### config.mk
export PLATFORM = sky130hd
export DESIGN_NAME = vreg_bank
export DESIGN_NICKNAME = d
export VERILOG_FILES = /design/src/vreg_pkg.sv /design/src/vreg_wr_if.sv /design/src/vreg_bank.sv /design/src/vreg_field.sv
export SDC_FILE = /design/constraint.sdc
export NUM_CORES = 1
export LEC_CHECK = 0
export ABC_AREA = 1
export BUFFER_PORTS_ARGS = -buffer_cell sky130_fd_sc_hd__buf_4
export CORE_UTILIZATION = 29
export DETAILED_ROUTE_END_ITERATION = 10
export SETUP_SLACK_MARGIN = 0.5
export SYNTH_ARGS = -nofsm -noshare
export SYNTH_HDL_FRONTEND = slang
export SYNTH_HIERARCHICAL = 1
export SYNTH_SLANG_ARGS = --single-unit
### constraint.sdc
create_clock -name i_clk -period 7 [get_ports i_clk]
set_clock_uncertainty 0.2 [all_clocks]
set_input_delay 1.4 -clock i_clk [delete_from_list [all_inputs] [get_ports i_clk]]
set_output_delay 1.4 -clock i_clk [all_outputs]
set_load 0.01 [all_outputs]
### src/vreg_pkg.sv
// Package with offsets, field layouts and reset values of the voltage register bank.
package vreg_pkg;
    localparam logic [7:0] CORE_TARGET_OFS  = 8'h06;
    localparam logic [7:0] SLEW_SELECT_OFS  = 8'h07;
    localparam logic [7:0] REG_VOLTAGE_OFS  = 8'h08;
    localparam logic [4:0] CORE_MSB_DEFAULT = 5'h10;
    localparam logic [3:0] CORE_LOW_GND     = 4'h4;
    localparam logic [3:0] CORE_LOW_VCC     = 4'hE;
    localparam logic [2:0] SLEW_RESET       = 3'h6;
    localparam logic [2:0] SLEW_IMMEDIATE   = 3'h7;
    localparam int         SECOND_CODE_LSB  = 4;
    localparam int         FIRST_CODE_LSB   = 0;
    // Voltages in millivolts per code.
    localparam logic [15:0] CORE_BASE_MV    = 16'h0320;
    localparam logic [15:0] CORE_STEP_MV    = 16'h0019;
    localparam logic [15:0] CORE_TOP_MV     = 16'h0640;
    // Ramp rate in units of 0.225 mV/us, code 000 is one unit.
    localparam logic [7:0]  SLEW_BASE_UNIT  = 8'h01;
    // Cycles for one 25 mV step at the slowest rate, about 111 us at 100 MHz.
    localparam int unsigned STEP_BASE_CYCLES = 11111;
endpackage

### src/vreg_wr_if.sv
// Interface carrying one register write strobe between the bank and its field store.
`timescale 1ns/1ns
`default_nettype none
interface vreg_wr_if;
    logic       we;
    logic [7:0] wdata;
    logic       load;
    logic [7:0] ldata;
    logic [7:0] value;
    modport bank (output we, output wdata, output load, output ldata, input value);
    modport field (input we, input wdata, input load, input ldata, output value);
endinterface
`default_nettype wire
### src/vreg_bank.sv
// Core and linear regulator voltage register bank with strap defaults and reload events.
`timescale 1ns/1ns
`default_nettype none
module vreg_bank (
    input  wire logic        i_clk,                        // System clock, 100 MHz.
    input  wire logic        i_rst_n,                      // Synchronous reset, active low.
    input  wire logic        i_wr_en,                      // Register write strobe from serial interface.
    input  wire logic        i_rd_en,                      // Register read strobe from serial interface.
    input  wire logic [7:0]  i_addr,                       // Register offset.
    input  wire logic [7:0]  i_wdata,                      // Write data.
    output logic      [7:0]  o_rdata,                      // Read data, registered.
    input  wire logic        i_core_default_select_pin,    // Core strap, high selects 1.55 V.
    input  wire logic [2:0]  i_regulator_default_pin_a,    // First regulator default code.
    input  wire logic [2:0]  i_regulator_default_pin_b,    // Second regulator default code.
    input  wire logic        i_undervoltage_lockout,       // Lockout active, high.
    input  wire logic        i_warm_reset_pin_n,           // Warm reset pin, low active.
    input  wire logic        i_power_on_reset_output,      // Power-on reset output active, high.
    input  wire logic        i_clock_backup_supply_low,    // Backup supply below threshold.
    input  wire logic        i_go,                         // Voltage-change trigger bit from control reg.
    output logic             o_go_done,                    // Pulse: applied code reached target.
    output logic      [4:0]  o_core_code,                  // Code now applied to the core rail.
    output logic      [15:0] o_core_mv,                    // Applied core voltage in millivolts.
    output logic      [2:0]  o_slew_code,                  // Selected slew code.
    output logic      [7:0]  o_slew_units,                 // Ramp rate in 0.225 mV/us units, 0 immediate.
    output logic      [2:0]  o_first_reg_code,             // First regulator code.
    output logic      [2:0]  o_second_reg_code             // Second regulator code.
);
    import vreg_pkg::*;

    // Pins pass two flip-flops before use.
    logic [10:0] sync1_q;
    logic [10:0] sync2_q;
    logic [10:0] pins;
    assign pins = {i_core_default_select_pin, i_regulator_default_pin_a, i_regulator_default_pin_b,
                   i_undervoltage_lockout, i_warm_reset_pin_n, i_power_on_reset_output,
                   i_clock_backup_supply_low};
    always_ff @(posedge i_clk) begin
        sync1_q <= pins;
        sync2_q <= sync1_q;
    end

    logic       strap_core;
    logic [2:0] strap_a;
    logic [2:0] strap_b;
    logic       undervoltage_lockout;
    logic       core_reload;
    assign strap_core  = sync2_q[10];
    assign strap_a     = sync2_q[9:7];
    assign strap_b     = sync2_q[6:4];
    assign undervoltage_lockout        = sync2_q[3];
    assign core_reload = sync2_q[3] | ~sync2_q[2] | sync2_q[1] | sync2_q[0];

    // The strap is read continuously, so a reload always takes the correct default.
    logic [7:0] core_default;
    assign core_default = {3'h0, CORE_MSB_DEFAULT[4], strap_core ? CORE_LOW_VCC : CORE_LOW_GND};

    vreg_wr_if core_if ();
    vreg_wr_if slew_if ();
    vreg_wr_if ldo_if ();

    assign core_if.we    = i_wr_en && (i_addr == CORE_TARGET_OFS);
    assign core_if.wdata = i_wdata;
    assign core_if.load  = core_reload;
    assign core_if.ldata = core_default;

    assign slew_if.we    = i_wr_en && (i_addr == SLEW_SELECT_OFS);
    assign slew_if.wdata = i_wdata;
    assign slew_if.load  = undervoltage_lockout;
    assign slew_if.ldata = {5'h00, SLEW_RESET};

    assign ldo_if.we     = i_wr_en && (i_addr == REG_VOLTAGE_OFS);
    assign ldo_if.wdata  = i_wdata;
    assign ldo_if.load   = undervoltage_lockout;
    assign ldo_if.ldata  = {1'b0, strap_b, 1'b0, strap_a};

    // Reset values: core from the synchronised strap, regulators to code 0 until the first lockout event.
    vreg_field #(.MASK(8'h1F)) u_core (
        .i_clk    (i_clk),
        .i_rst_n  (i_rst_n),
        .i_rst_val(core_default),
        .port     (core_if.field)
    );
    vreg_field #(.MASK(8'h07)) u_slew (
        .i_clk    (i_clk),
        .i_rst_n  (i_rst_n),
        .i_rst_val({5'h00, SLEW_RESET}),
        .port     (slew_if.field)
    );
    vreg_field #(.MASK(8'h77)) u_ldo (
        .i_clk    (i_clk),
        .i_rst_n  (i_rst_n),
        .i_rst_val(8'h00),
        .port     (ldo_if.field)
    );

    logic [4:0] target;
    assign target            = core_if.value[4:0];
    assign o_slew_code       = slew_if.value[2:0];
    assign o_second_reg_code = ldo_if.value[SECOND_CODE_LSB +: 3];
    assign o_first_reg_code  = ldo_if.value[FIRST_CODE_LSB +: 3];

    // Read data.
    logic [7:0] rdata_q;
    logic [7:0] rdata_d;
    always_comb begin
        rdata_d = rdata_q;
        if (!i_rst_n) begin
            rdata_d = 8'h00;
        end else if (i_rd_en) begin
            unique case (i_addr)
                CORE_TARGET_OFS: rdata_d = core_if.value;
                SLEW_SELECT_OFS: rdata_d = slew_if.value;
                REG_VOLTAGE_OFS: rdata_d = ldo_if.value;
                default:         rdata_d = 8'h00;
            endcase
        end
    end
    always_ff @(posedge i_clk) begin
        rdata_q <= rdata_d;
    end
    assign o_rdata = rdata_q;

    // Slew rate: code 0 is one unit, each step doubles, code 7 means immediate.
    always_comb begin
        if (o_slew_code == SLEW_IMMEDIATE) begin
            o_slew_units = 8'h00;
        end else begin
            o_slew_units = SLEW_BASE_UNIT << o_slew_code;
        end
    end

    // Step period in cycles halves with each slew code step.
    logic [4:0]  applied_q;
    logic [4:0]  applied_d;
    logic [13:0] tick_q;
    logic [13:0] tick_d;
    logic        done_q;
    logic        done_d;
    logic [13:0] step_len;
    assign step_len = 14'(STEP_BASE_CYCLES >> o_slew_code);

    typedef enum logic [0:0] {IDLE, RAMP} ramp_e;
    ramp_e st_q;
    ramp_e st_d;

    always_comb begin
        st_d      = st_q;
        applied_d = applied_q;
        tick_d    = tick_q;
        done_d    = 1'b0;
        if (!i_rst_n) begin
            st_d      = IDLE;
            applied_d = core_default[4:0];
            tick_d    = 14'h0000;
        end else begin
            unique case (st_q)
                IDLE: begin
                    // The trigger bit still reads set in the cycle of the done pulse; that must not restart.
                    if (i_go && !done_q) begin
                        st_d   = RAMP;
                        tick_d = 14'h0000;
                    end
                end
                RAMP: begin
                    if (applied_q == target) begin
                        st_d   = IDLE;
                        done_d = 1'b1;
                    end else if (o_slew_code == SLEW_IMMEDIATE) begin
                        applied_d = target;
                    end else if (tick_q >= step_len - 14'h0001) begin
                        tick_d    = 14'h0000;
                        applied_d = (applied_q < target) ? applied_q + 5'h01 : applied_q - 5'h01;
                    end else begin
                        tick_d = tick_q + 14'h0001;
                    end
                end
            endcase
        end
    end
    always_ff @(posedge i_clk) begin
        st_q      <= st_d;
        applied_q <= applied_d;
        tick_q    <= tick_d;
        done_q    <= done_d;
    end
    assign o_go_done   = done_q;
    assign o_core_code = applied_q;

    // Voltage of the applied code.
    always_comb begin
        if (applied_q == 5'h1F) begin
            o_core_mv = CORE_TOP_MV;
        end else begin
            o_core_mv = CORE_BASE_MV + CORE_STEP_MV * {11'h000, applied_q};
        end
    end
endmodule
`default_nettype wire

### src/vreg_field.sv
// One register field with write mask and a default reload that wins over a write.
`timescale 1ns/1ns
`default_nettype none
module vreg_field #(
    parameter logic [7:0] MASK = 8'hFF
) (
    input  wire logic   i_clk,   // System clock.
    input  wire logic   i_rst_n, // Synchronous reset, active low.
    input  wire logic [7:0] i_rst_val, // Value taken during reset.
    vreg_wr_if.field    port     // Write and reload strobes.
);
    logic [7:0] val_q;
    logic [7:0] val_d;

    always_comb begin
        val_d = val_q;
        if (!i_rst_n) begin
            val_d = i_rst_val & MASK;
        end else if (port.load) begin
            val_d = port.ldata & MASK;
        end else if (port.we) begin
            val_d = port.wdata & MASK;
        end
    end

    always_ff @(posedge i_clk) begin
        val_q <= val_d;
    end

    assign port.value = val_q;
endmodule
`default_nettype wire

; ---- Word level (Yosys, flattened, before mapping)
; Index checks and enable logic that the tools add are counted.
[op_classes]
add_sub_neg = 5
mul = 1
magnitude_cmp = 2
eq_ne = 13
shifts = 2
n_mux = 24
bitwise_logic = 7
n_reduce_logical = 13
[op_table]
columns = operator, n
row1 = 14-bit 2-to-1 mux, 4
row2 = 4-bit 2-to-1 mux, 7
row3 = 14-bit case mux with 2 select lines, 1
row4 = 7-bit case mux with 3 select lines, 1
row5 = 8-bit by 3-bit equality test with 1-bit output (second input constant), 2
row6 = 5-bit 2-to-1 mux, 3
row7 = 14-bit by 1-bit adder with 14-bit output (second input constant), 1
row8 = 14-bit >= comparator, 1
row9 = 7-bit 2-to-1 mux, 2
row10 = 14-bit by 3-bit right shift with 14-bit output (first input constant), 1
row11 = 14-bit by 1-bit subtractor with 14-bit output (second input constant), 1
row12 = 10-bit by 10-bit adder with 11-bit output (first input constant), 1
row13 = 11-bit 2-to-1 mux, 1
row14 = 5-bit by 5-bit multiplier with 10-bit output (first input constant), 1
row15 = 3-bit AND reduction, 3
row16 = 8-bit by 4-bit equality test with 1-bit output (second input constant), 1
row17 = 8-bit 2-to-1 mux, 1
row18 = 2-bit != test (second input constant), 4
row19 = 1-bit by 3-bit left shift with 8-bit output (first input constant), 1
row20 = 3-bit by 1-bit != test with 1-bit output (second input constant), 2
row21 = 5-bit by 1-bit adder with 5-bit output (second input constant), 1
row22 = 5-bit equality test, 1
row23 = 5-bit equality test (second input constant), 1
row24 = 5-bit less-than comparator, 1
row25 = other kinds (12), 24
[totals]
reg_bits = 65
inputBits = 32
output_inout_bits = 47

; ---- Depth between registers and ports, before layout
; Gate-level depths: netlist of the first run.
[logic_depth]
ltp_word = 8
mapped_depth = 22
ltp_nobuf = 22

; ---- Cells and area by module
; Netlist of the first run, hierarchy kept.
[by_module_without_submodules]
columns = module, n_inst, cells_each, area_each_um2, seq_area_each_um2
row1 = vreg_bank, 1, 493, 3494.6, 1061.0
row2 = vreg_field at u_ldo, 1, 55, 379.1, 180.2
row3 = vreg_field at u_core, 1, 48, 329.1, 150.1
row4 = vreg_field at u_slew, 1, 34, 229.0, 90.1

; ---- Least setup slack after synthesis of the first run
; Ideal clock, no wire load.
[synth_path]
path_kind = reg2out
startpoint = reg applied_q[0] (netlist: o_core_code[0])
endpoint = out o_core_mv[9]
t_arrival_ps = 2653
slack_ps = 2747
path_stages_with_launch = 11
n_path_buf = 0
path_cell_list = edfxtp_1 -> ha_1 -> ha_1 -> fa_1 -> ha_1 -> inv_1 -> fa_1 -> nor2_1 -> o21ai_0 -> or2_2 -> nand3_1
[synth_via]
elab_chain_len = 3
word_cells_on_any_way = 4
cone_classes = add/sub (1) / mul (1) / eq/ne (1) / mux (1)
[synth_lines]
columns = item, line_no
row1 = "start, declared", vreg_bank.sv:133  ; logic [4:0] applied_q;
row2 = "start signal, assigned", vreg_bank.sv:182  ; applied_q <= applied_d;
row3 = 5-bit by 5-bit multiplier with 10-bit output, vreg_bank.sv:194  ; o_core_mv = CORE_BASE_MV + CORE_STEP_MV * {11'h000, applied_q};
row4 = 10-bit by 10-bit adder with 11-bit output, vreg_bank.sv:194
row5 = 11-bit 2-to-1 mux (*), vreg_bank.sv:191  ; if (applied_q == 5'h1F) begin
row6 = "end, declared", vreg_bank.sv:22  ; output logic [15:0] o_core_mv,
; Mark *: on every way between the ends. The rest lies on a longest branch, timed or not.

; ---- Worst setup path after layout of the first run
; Same ends and word-level chain as after synthesis.

==> flow_summary.yaml, run 1 <==
status:
  status: "finished with violations"
  violations: "design-rule violations"
grt:
  grt_max_degree: 29
  antenna_found_initial: 0
  groute.usage.overall: 0.124
  grt_pass1_vias: 3548
  grt_pass1_wl_um: 15900
  grt_overflow: 0
placement:
  numPortBuffers: 71
  gp_congestion: 0.807
  dp_slack_ns: 2.55
  hpwl_um: 7570
setup_path:
  cp-start-kind: "register"
  worst_setup_path_end_kind: "output pin"
  rrSetupSlack_ns: 3.16
  worst-setup-path-type: "register to output pin"
  r2r_start: "u_slew/port.value[0]"
  required_ns: 5.40
  timing.rr.end: "o_core_code[3]"
  worst_r2r_path_depth: 18
  crit_arrival_ns: 3.18
  cp_max_fo: 8
cts:
  ctsResizeCount: 0
  clockBufferDepth: 2
  tritoncts: "done"
  cts.reportedPaths.clkPinSlew_ns: 0.06
  hold_buffers: 0
  clkLatencyLatePin_ns: 0.33
  cts_root_buf: "clkbuf_16"
  htree_levels: 3
  post-cts-setup-buffers: 0
  cts-buffers-inserted: 9
  cts.sinks: 65
power_and_ir_drop:
  intPower_uw: 849
  netSwitchingPower_uw: 385
  p_leak_nw: 2.80
  comb_power_share: 0.290
  p_clk_frac: 0.358
  power.density_nw_per_um2: 227
  netSwitchingFraction: 0.312
  peakVddDrop_uv: 106
  seqPwrFrac: 0.352
finish:
  drive_gt1_frac: 0.141
  area_delta_synth_final_pct: 22.8
  final-seq-area_um2: 1480
  fill_cells: 1518
  num_antenna_cells: 0
  layout.nets: 800
  multi_input_area_um2: 2520
  final_core_util: 0.370
synth:
  synth_warnings: 6
  netlist_top_cells_area: "dfxtp_1, nand2_1, ha_1, edfxtp_1, inv_1"
  synth-async-reset-ratio: 0
  yosysMostFrequentCell: "nand2_1"
  yosysTopAreaCell: "dfxtp_1"
  netlist_instances: 630
  avgSynthCellArea_um2: 7.03
  synth_edf_count: 18
  seq_area_frac_synth: 0.334
  yosysUniqueCellTypes: 35
  ys_top_cells_by_count: "nand2_1, inv_1, nor2_1, dfxtp_1, nand3_1"
  yosysTopAreaCellShare: 0.212
  synth-main-ff-cell: "dfxtp_1"
  synth_seq_cells: 65
  synthesis.area_um2: 4430
routing:
  drc: 1
  first_pass_iters: 7
  vias_per_cell: 4.23
  initialDrtViolationCount: 112
  num_vias: 3843
  ant_nets: 0
  wl_um: 9440
  wl_per_cell_um: 10.4
floorplan:
  die-area_um2: 15800
  die_w_um: 126
  design.core.area_um2: 14700
  pin_count: 79
  start_util: 0.301
  rows: 44
  die_h_um: 126
timing:
  rsz0062_at_grt: "false"
  slew_headroom: 0.583
  setup_ws_ns: 2.22
  drv_slew: 0
  worst_pin_slew_ns: 0.624
  finalSetupViolCount: 0
  min_period_ns: 4.78
  hold_viol_final: 0
  fmax_mhz: 209
  min_period_over_period: 0.682
  tns_ns: 0
min_path:
  worstHoldStart: "sync1_q[10]"
  holdPathEnd: "sync2_q[10]"
  min_path_type: "register to register"
  holdPathStages: 0
flow_run:
  cap_violations: 0
==> per-stage QoR <==
stage,total power [mW],std cells,hold slack (ns),area [µm²]
after detailed placement,0.805,892,0.112,5150
after global routing,1.33,908,0.128,5440
after global placement,0.801,892,0.110,5150
after floorplan,0.682,659,0.110,4540
final,1.23,908,0.119,5440
after CTS,1.25,908,0.121,5440
==> how the worst max path moves through the flow <==
| stage | startpoint | to |
|---|---|---|
| 5_1_grt | o_core_code[0] | o_core_mv[9] |
| 3_3_place_gp | o_core_code[0] | o_core_mv[9] |
| 6_report | o_core_code[0] | o_core_mv[9] |
| 3_5_place_dp | o_core_code[0] | o_core_mv[9] |
| 4_1_cts | o_core_code[0] | o_core_mv[9] |
| 2_1_floorplan | o_core_code[0] | o_core_mv[9] |
==> power groups by stage <==
stage	clock network (mW)	registers (mW)	logic, mW
after global routing	0.471	0.438	0.417
after floorplan	0	0.438	0.244
after global placement	0	0.442	0.358
final	0.441	0.435	0.358
after CTS	0.454	0.435	0.364
after detailed placement	0	0.443	0.362
==> layout by cell type, fill, tap and decap left out, types with 21 or more instances in the layout <==
cell / n
dfxtp_1: 47
nand2_1: 187
inv_1: 96
o21ai_0: 21
a21oi_1: 23
nand3_1: 46
nor2_1: 62
conb_1: 34
ha_1: 45
buf_4: 71
==> critical path, cell delays in order (launching register included) <==
cell and delay (ns):
edfxtp_1 0.53, ha_1 0.35, ha_1 0.19, fa_1 0.48, ha_1 0.16, inv_1 0.05
fa_1 0.40, nor2_1 0.11, o21ai_0 0.09, or2_2 0.28, nand3_1 0.07, buf_4 0.13
==> logic make-up after synthesis <==
| family | count (synthesis) | synth area share |
|---|---|---|
| other | 5 | 0.00424 |
| AND/OR/NAND/NOR | 318 | 0.296 |
| XOR/XNOR | 13 | 0.0257 |
| buffers and inverters | 123 | 0.121 |
| AO/OA/AOI/OAI | 57 | 0.0734 |
| flip-flops | 65 | 0.334 |
| adder cells (fa/ha/maj) | 49 | 0.145 |
==> metal layers <==
layer	vias to the layer above	part of all wire	global-route usage
met4	0	0.0096	0.0308
met5	-	0	0
met3	7	0.046	0.0370
met2	65	0.48	0.215
li1	2108	-	-
met1	1663	0.46	0.150
==> flip-flops by register name, summed over array words and instances, names as in the netlist, 3 cells and up <==
name and count:
u_ldo/port.value 6, sync2_q 11, u_core/port.value 5, tick_q 14, u_slew/port.value 3, sync1_q 11, o_core_code 5, o_rdata 8
==> area by class of cell <==
type	count	share of cell area
Clock buffer	10	0.0421
Clock inverter	6	0.0122
Inverter	101	0.0697
Multi-Input combinational cell	471	0.464
Sequential cell	65	0.272
Tap cell	184	0.0423
Timing Repair Buffer	71	0.0980
Power figures use the tool's default switching activity.
==> inputs of run 2 (changes only) <==
==> constraint.sdc (replaced) <==
create_clock -name i_clk -period 4.15 [get_ports i_clk]
set_clock_uncertainty 0.2 [all_clocks]
set_input_delay 0.83 -clock i_clk [delete_from_list [all_inputs] [get_ports i_clk]]
set_output_delay 0.83 -clock i_clk [all_outputs]
set_load 0.01 [all_outputs]
==> run 2 against run 1 <==
  * The run still ends with design-rule violations left
  * Non-clock buffer count is 17 higher
  * Setup slack lost 2.0 ns
  * Core utilization grew 1.2 points
  * Via count up 1.8%
  * Sequential power grew 65%
  * Cell count up 1.9%
  * Clock-buffer cell count increased by 1
  * First-iteration DRC count is 59% higher
  * Critical endpoint unchanged
==> flow_summary.yaml, run 2 (synthesis results as in run 1) <==
routing:
  initialDrtViolationCount: 178
  wl_per_cell_um: 10.5
  ant_nets: 0
  num_vias: 3914
  drc: 1
  vias_per_cell: 4.23
  wl_um: 9690
  first_pass_iters: 7
floorplan:
  design.core.area_um2: 14700
  rows: 44
  die_w_um: 126
  start_util: 0.301
  pin_count: 79
  die-area_um2: 15800
  die_h_um: 126
timing:
  drv_slew: 0
  tns_ns: 0
  worst_pin_slew_ns: 0.604
  fmax_mhz: 257
  min_period_ns: 3.90
  min_period_over_period: 0.939
  slew_headroom: 0.596
  finalSetupViolCount: 0
  hold_viol_final: 0
  rsz0062_at_grt: "true"
cts:
  cts.reportedPaths.clkPinSlew_ns: 0.06
  cts-buffers-inserted: 9
  clkLatencyLatePin_ns: 0.32
  clockBufferDepth: 2
  tritoncts: "done"
  cts.sinks: 65
  htree_levels: 3
  hold_buffers: 0
  cts_root_buf: "clkbuf_16"
power_and_ir_drop:
  power.density_nw_per_um2: 385
  peakVddDrop_uv: 210
  p_leak_nw: 2.88
setup_path:
  worst-setup-path-type: "register to output pin"
  max_stage_delay_ns: 0.48
  worst_setup_path_end_kind: "output pin"
  cp-start-kind: "register"
  cp_max_fo: 3
  crit_path_cell_trace: "ha_1, ha_2, fa_1, ha_2, inv_2, fa_2, nor2_1, o21ai_1, or2_4, nand3_2, buf_6"
  crit_top_cell: "ha_2"
  required_ns: 3.12
  cp_slowest_cell: "fa_1"
  crit_arrival_ns: 2.87
grt:
  grt_max_degree: 29
  grt_overflow: 0
  grt_pass1_wl_um: 16200
  antenna_found_initial: 0
  grt_pass1_vias: 3639
  groute.usage.overall: 0.126
finish:
  final_common_cell: "nand2_1"
  final_core_util: 0.383
  fill_cells: 1487
  layout.nets: 817
  reg_top3: "tick_q (14), sync1_q (11), sync2_q (11)"
  top_register: "tick_q"
  num_antenna_cells: 0
  mostFrequentLayoutCells: "nand2_1, inv_1, buf_4"
  drive_gt1_frac: 0.177
  area_delta_synth_final_pct: 26.9
  largest_reg_flops: 14
status:
  violations: "design-rule violations"
  status: "finished with violations"
placement:
  hpwl_um: 7700
  gp_congestion: 0.788
  numPortBuffers: 71
flow_run:
  cap_violations: 0
min_path:
  min_path_type: "register to register"
[run 2: changes by cell type in the layout (fill, tap and decap cells not counted), sizes merged]
cell,before,now
buf,71,88
clkinvlp,0,2
inv,103,101
clkbuf,10,11
clkinv,3,2
[run 2: worst paths after layout]
path                                      startpoint              to  slack, ns  cells past startpoint
worst max-delay path                  o_core_code[1]    o_core_mv[9]       0.25                     11
worst min-delay path                      sync1_q[4]      sync2_q[4]       0.12                      0
worst max register to register  u_slew/port.value[0]  o_core_code[2]       0.83                     17
worst min register to register            sync1_q[4]      sync2_q[4]       0.12                      0
[run 2: area by class of cell]
cell class | count | area, µm² | share of cell area
Inverter | 101 | 379 | 0.0674
Tap cell | 184 | 230 | 0.0409
Timing Repair Buffer | 88 | 672 | 0.119
Sequential cell | 65 | 1480 | 0.263
Clock buffer | 11 | 243 | 0.0432
Clock inverter | 5 | 55.1 | 0.00979
Multi-Input combinational cell | 471 | 2560 | 0.456
[run 2: routing by layer]
layer,track usage,vias up,wire (µm)
li1,-,2141,-
met1,0.151,1708,4500
met2,0.223,59,4770
met3,0.0327,6,372
met4,0.0308,0,57
met5,0,-,0
[run 2: through the flow]
step	hold slack [ns]	cells	instance area [µm²]	setup slack, ns	power (mW)
floorplan	0.110	659	4550	0.544	1.15
global placement	0.110	899	5210	0.466	1.36
detailed placement	0.112	899	5210	0.427	1.37
CTS	0.125	921	5570	0.242	2.18
global route	0.129	925	5620	0.106	2.31
finish	0.125	925	5620	0.254	2.16
[run 2: timing repair]
item	in CTS	in global routing
gates cloned	0	0
endpoints found under the hold margin	0	0
pin swaps	7	0
endpoints found under the setup margin	5	20
setup buffers	6	4
resized for setup	10	9
[run 2: critical path: cells and delay by family, from the launching register on]
| kind | cells | cell delay [ns] |
|---|---|---|
| adders and majority gates | 5 | 1.49 |
| buffers and inverters | 2 | 0.15 |
| DFF | 1 | 0.43 |
| and+or+nand+nor | 3 | 0.38 |
| AOI/OAI and AO/OA | 1 | 0.08 |
[run 2: power by group]
group | total (mW) | leakage, nW | internal (mW) | switching (mW)
clock | 0.746 | 0.142 | 0.479 | 0.268
combinational | 0.699 | 2.16 | 0.327 | 0.373
sequential | 0.717 | 0.573 | 0.692 | 0.0244
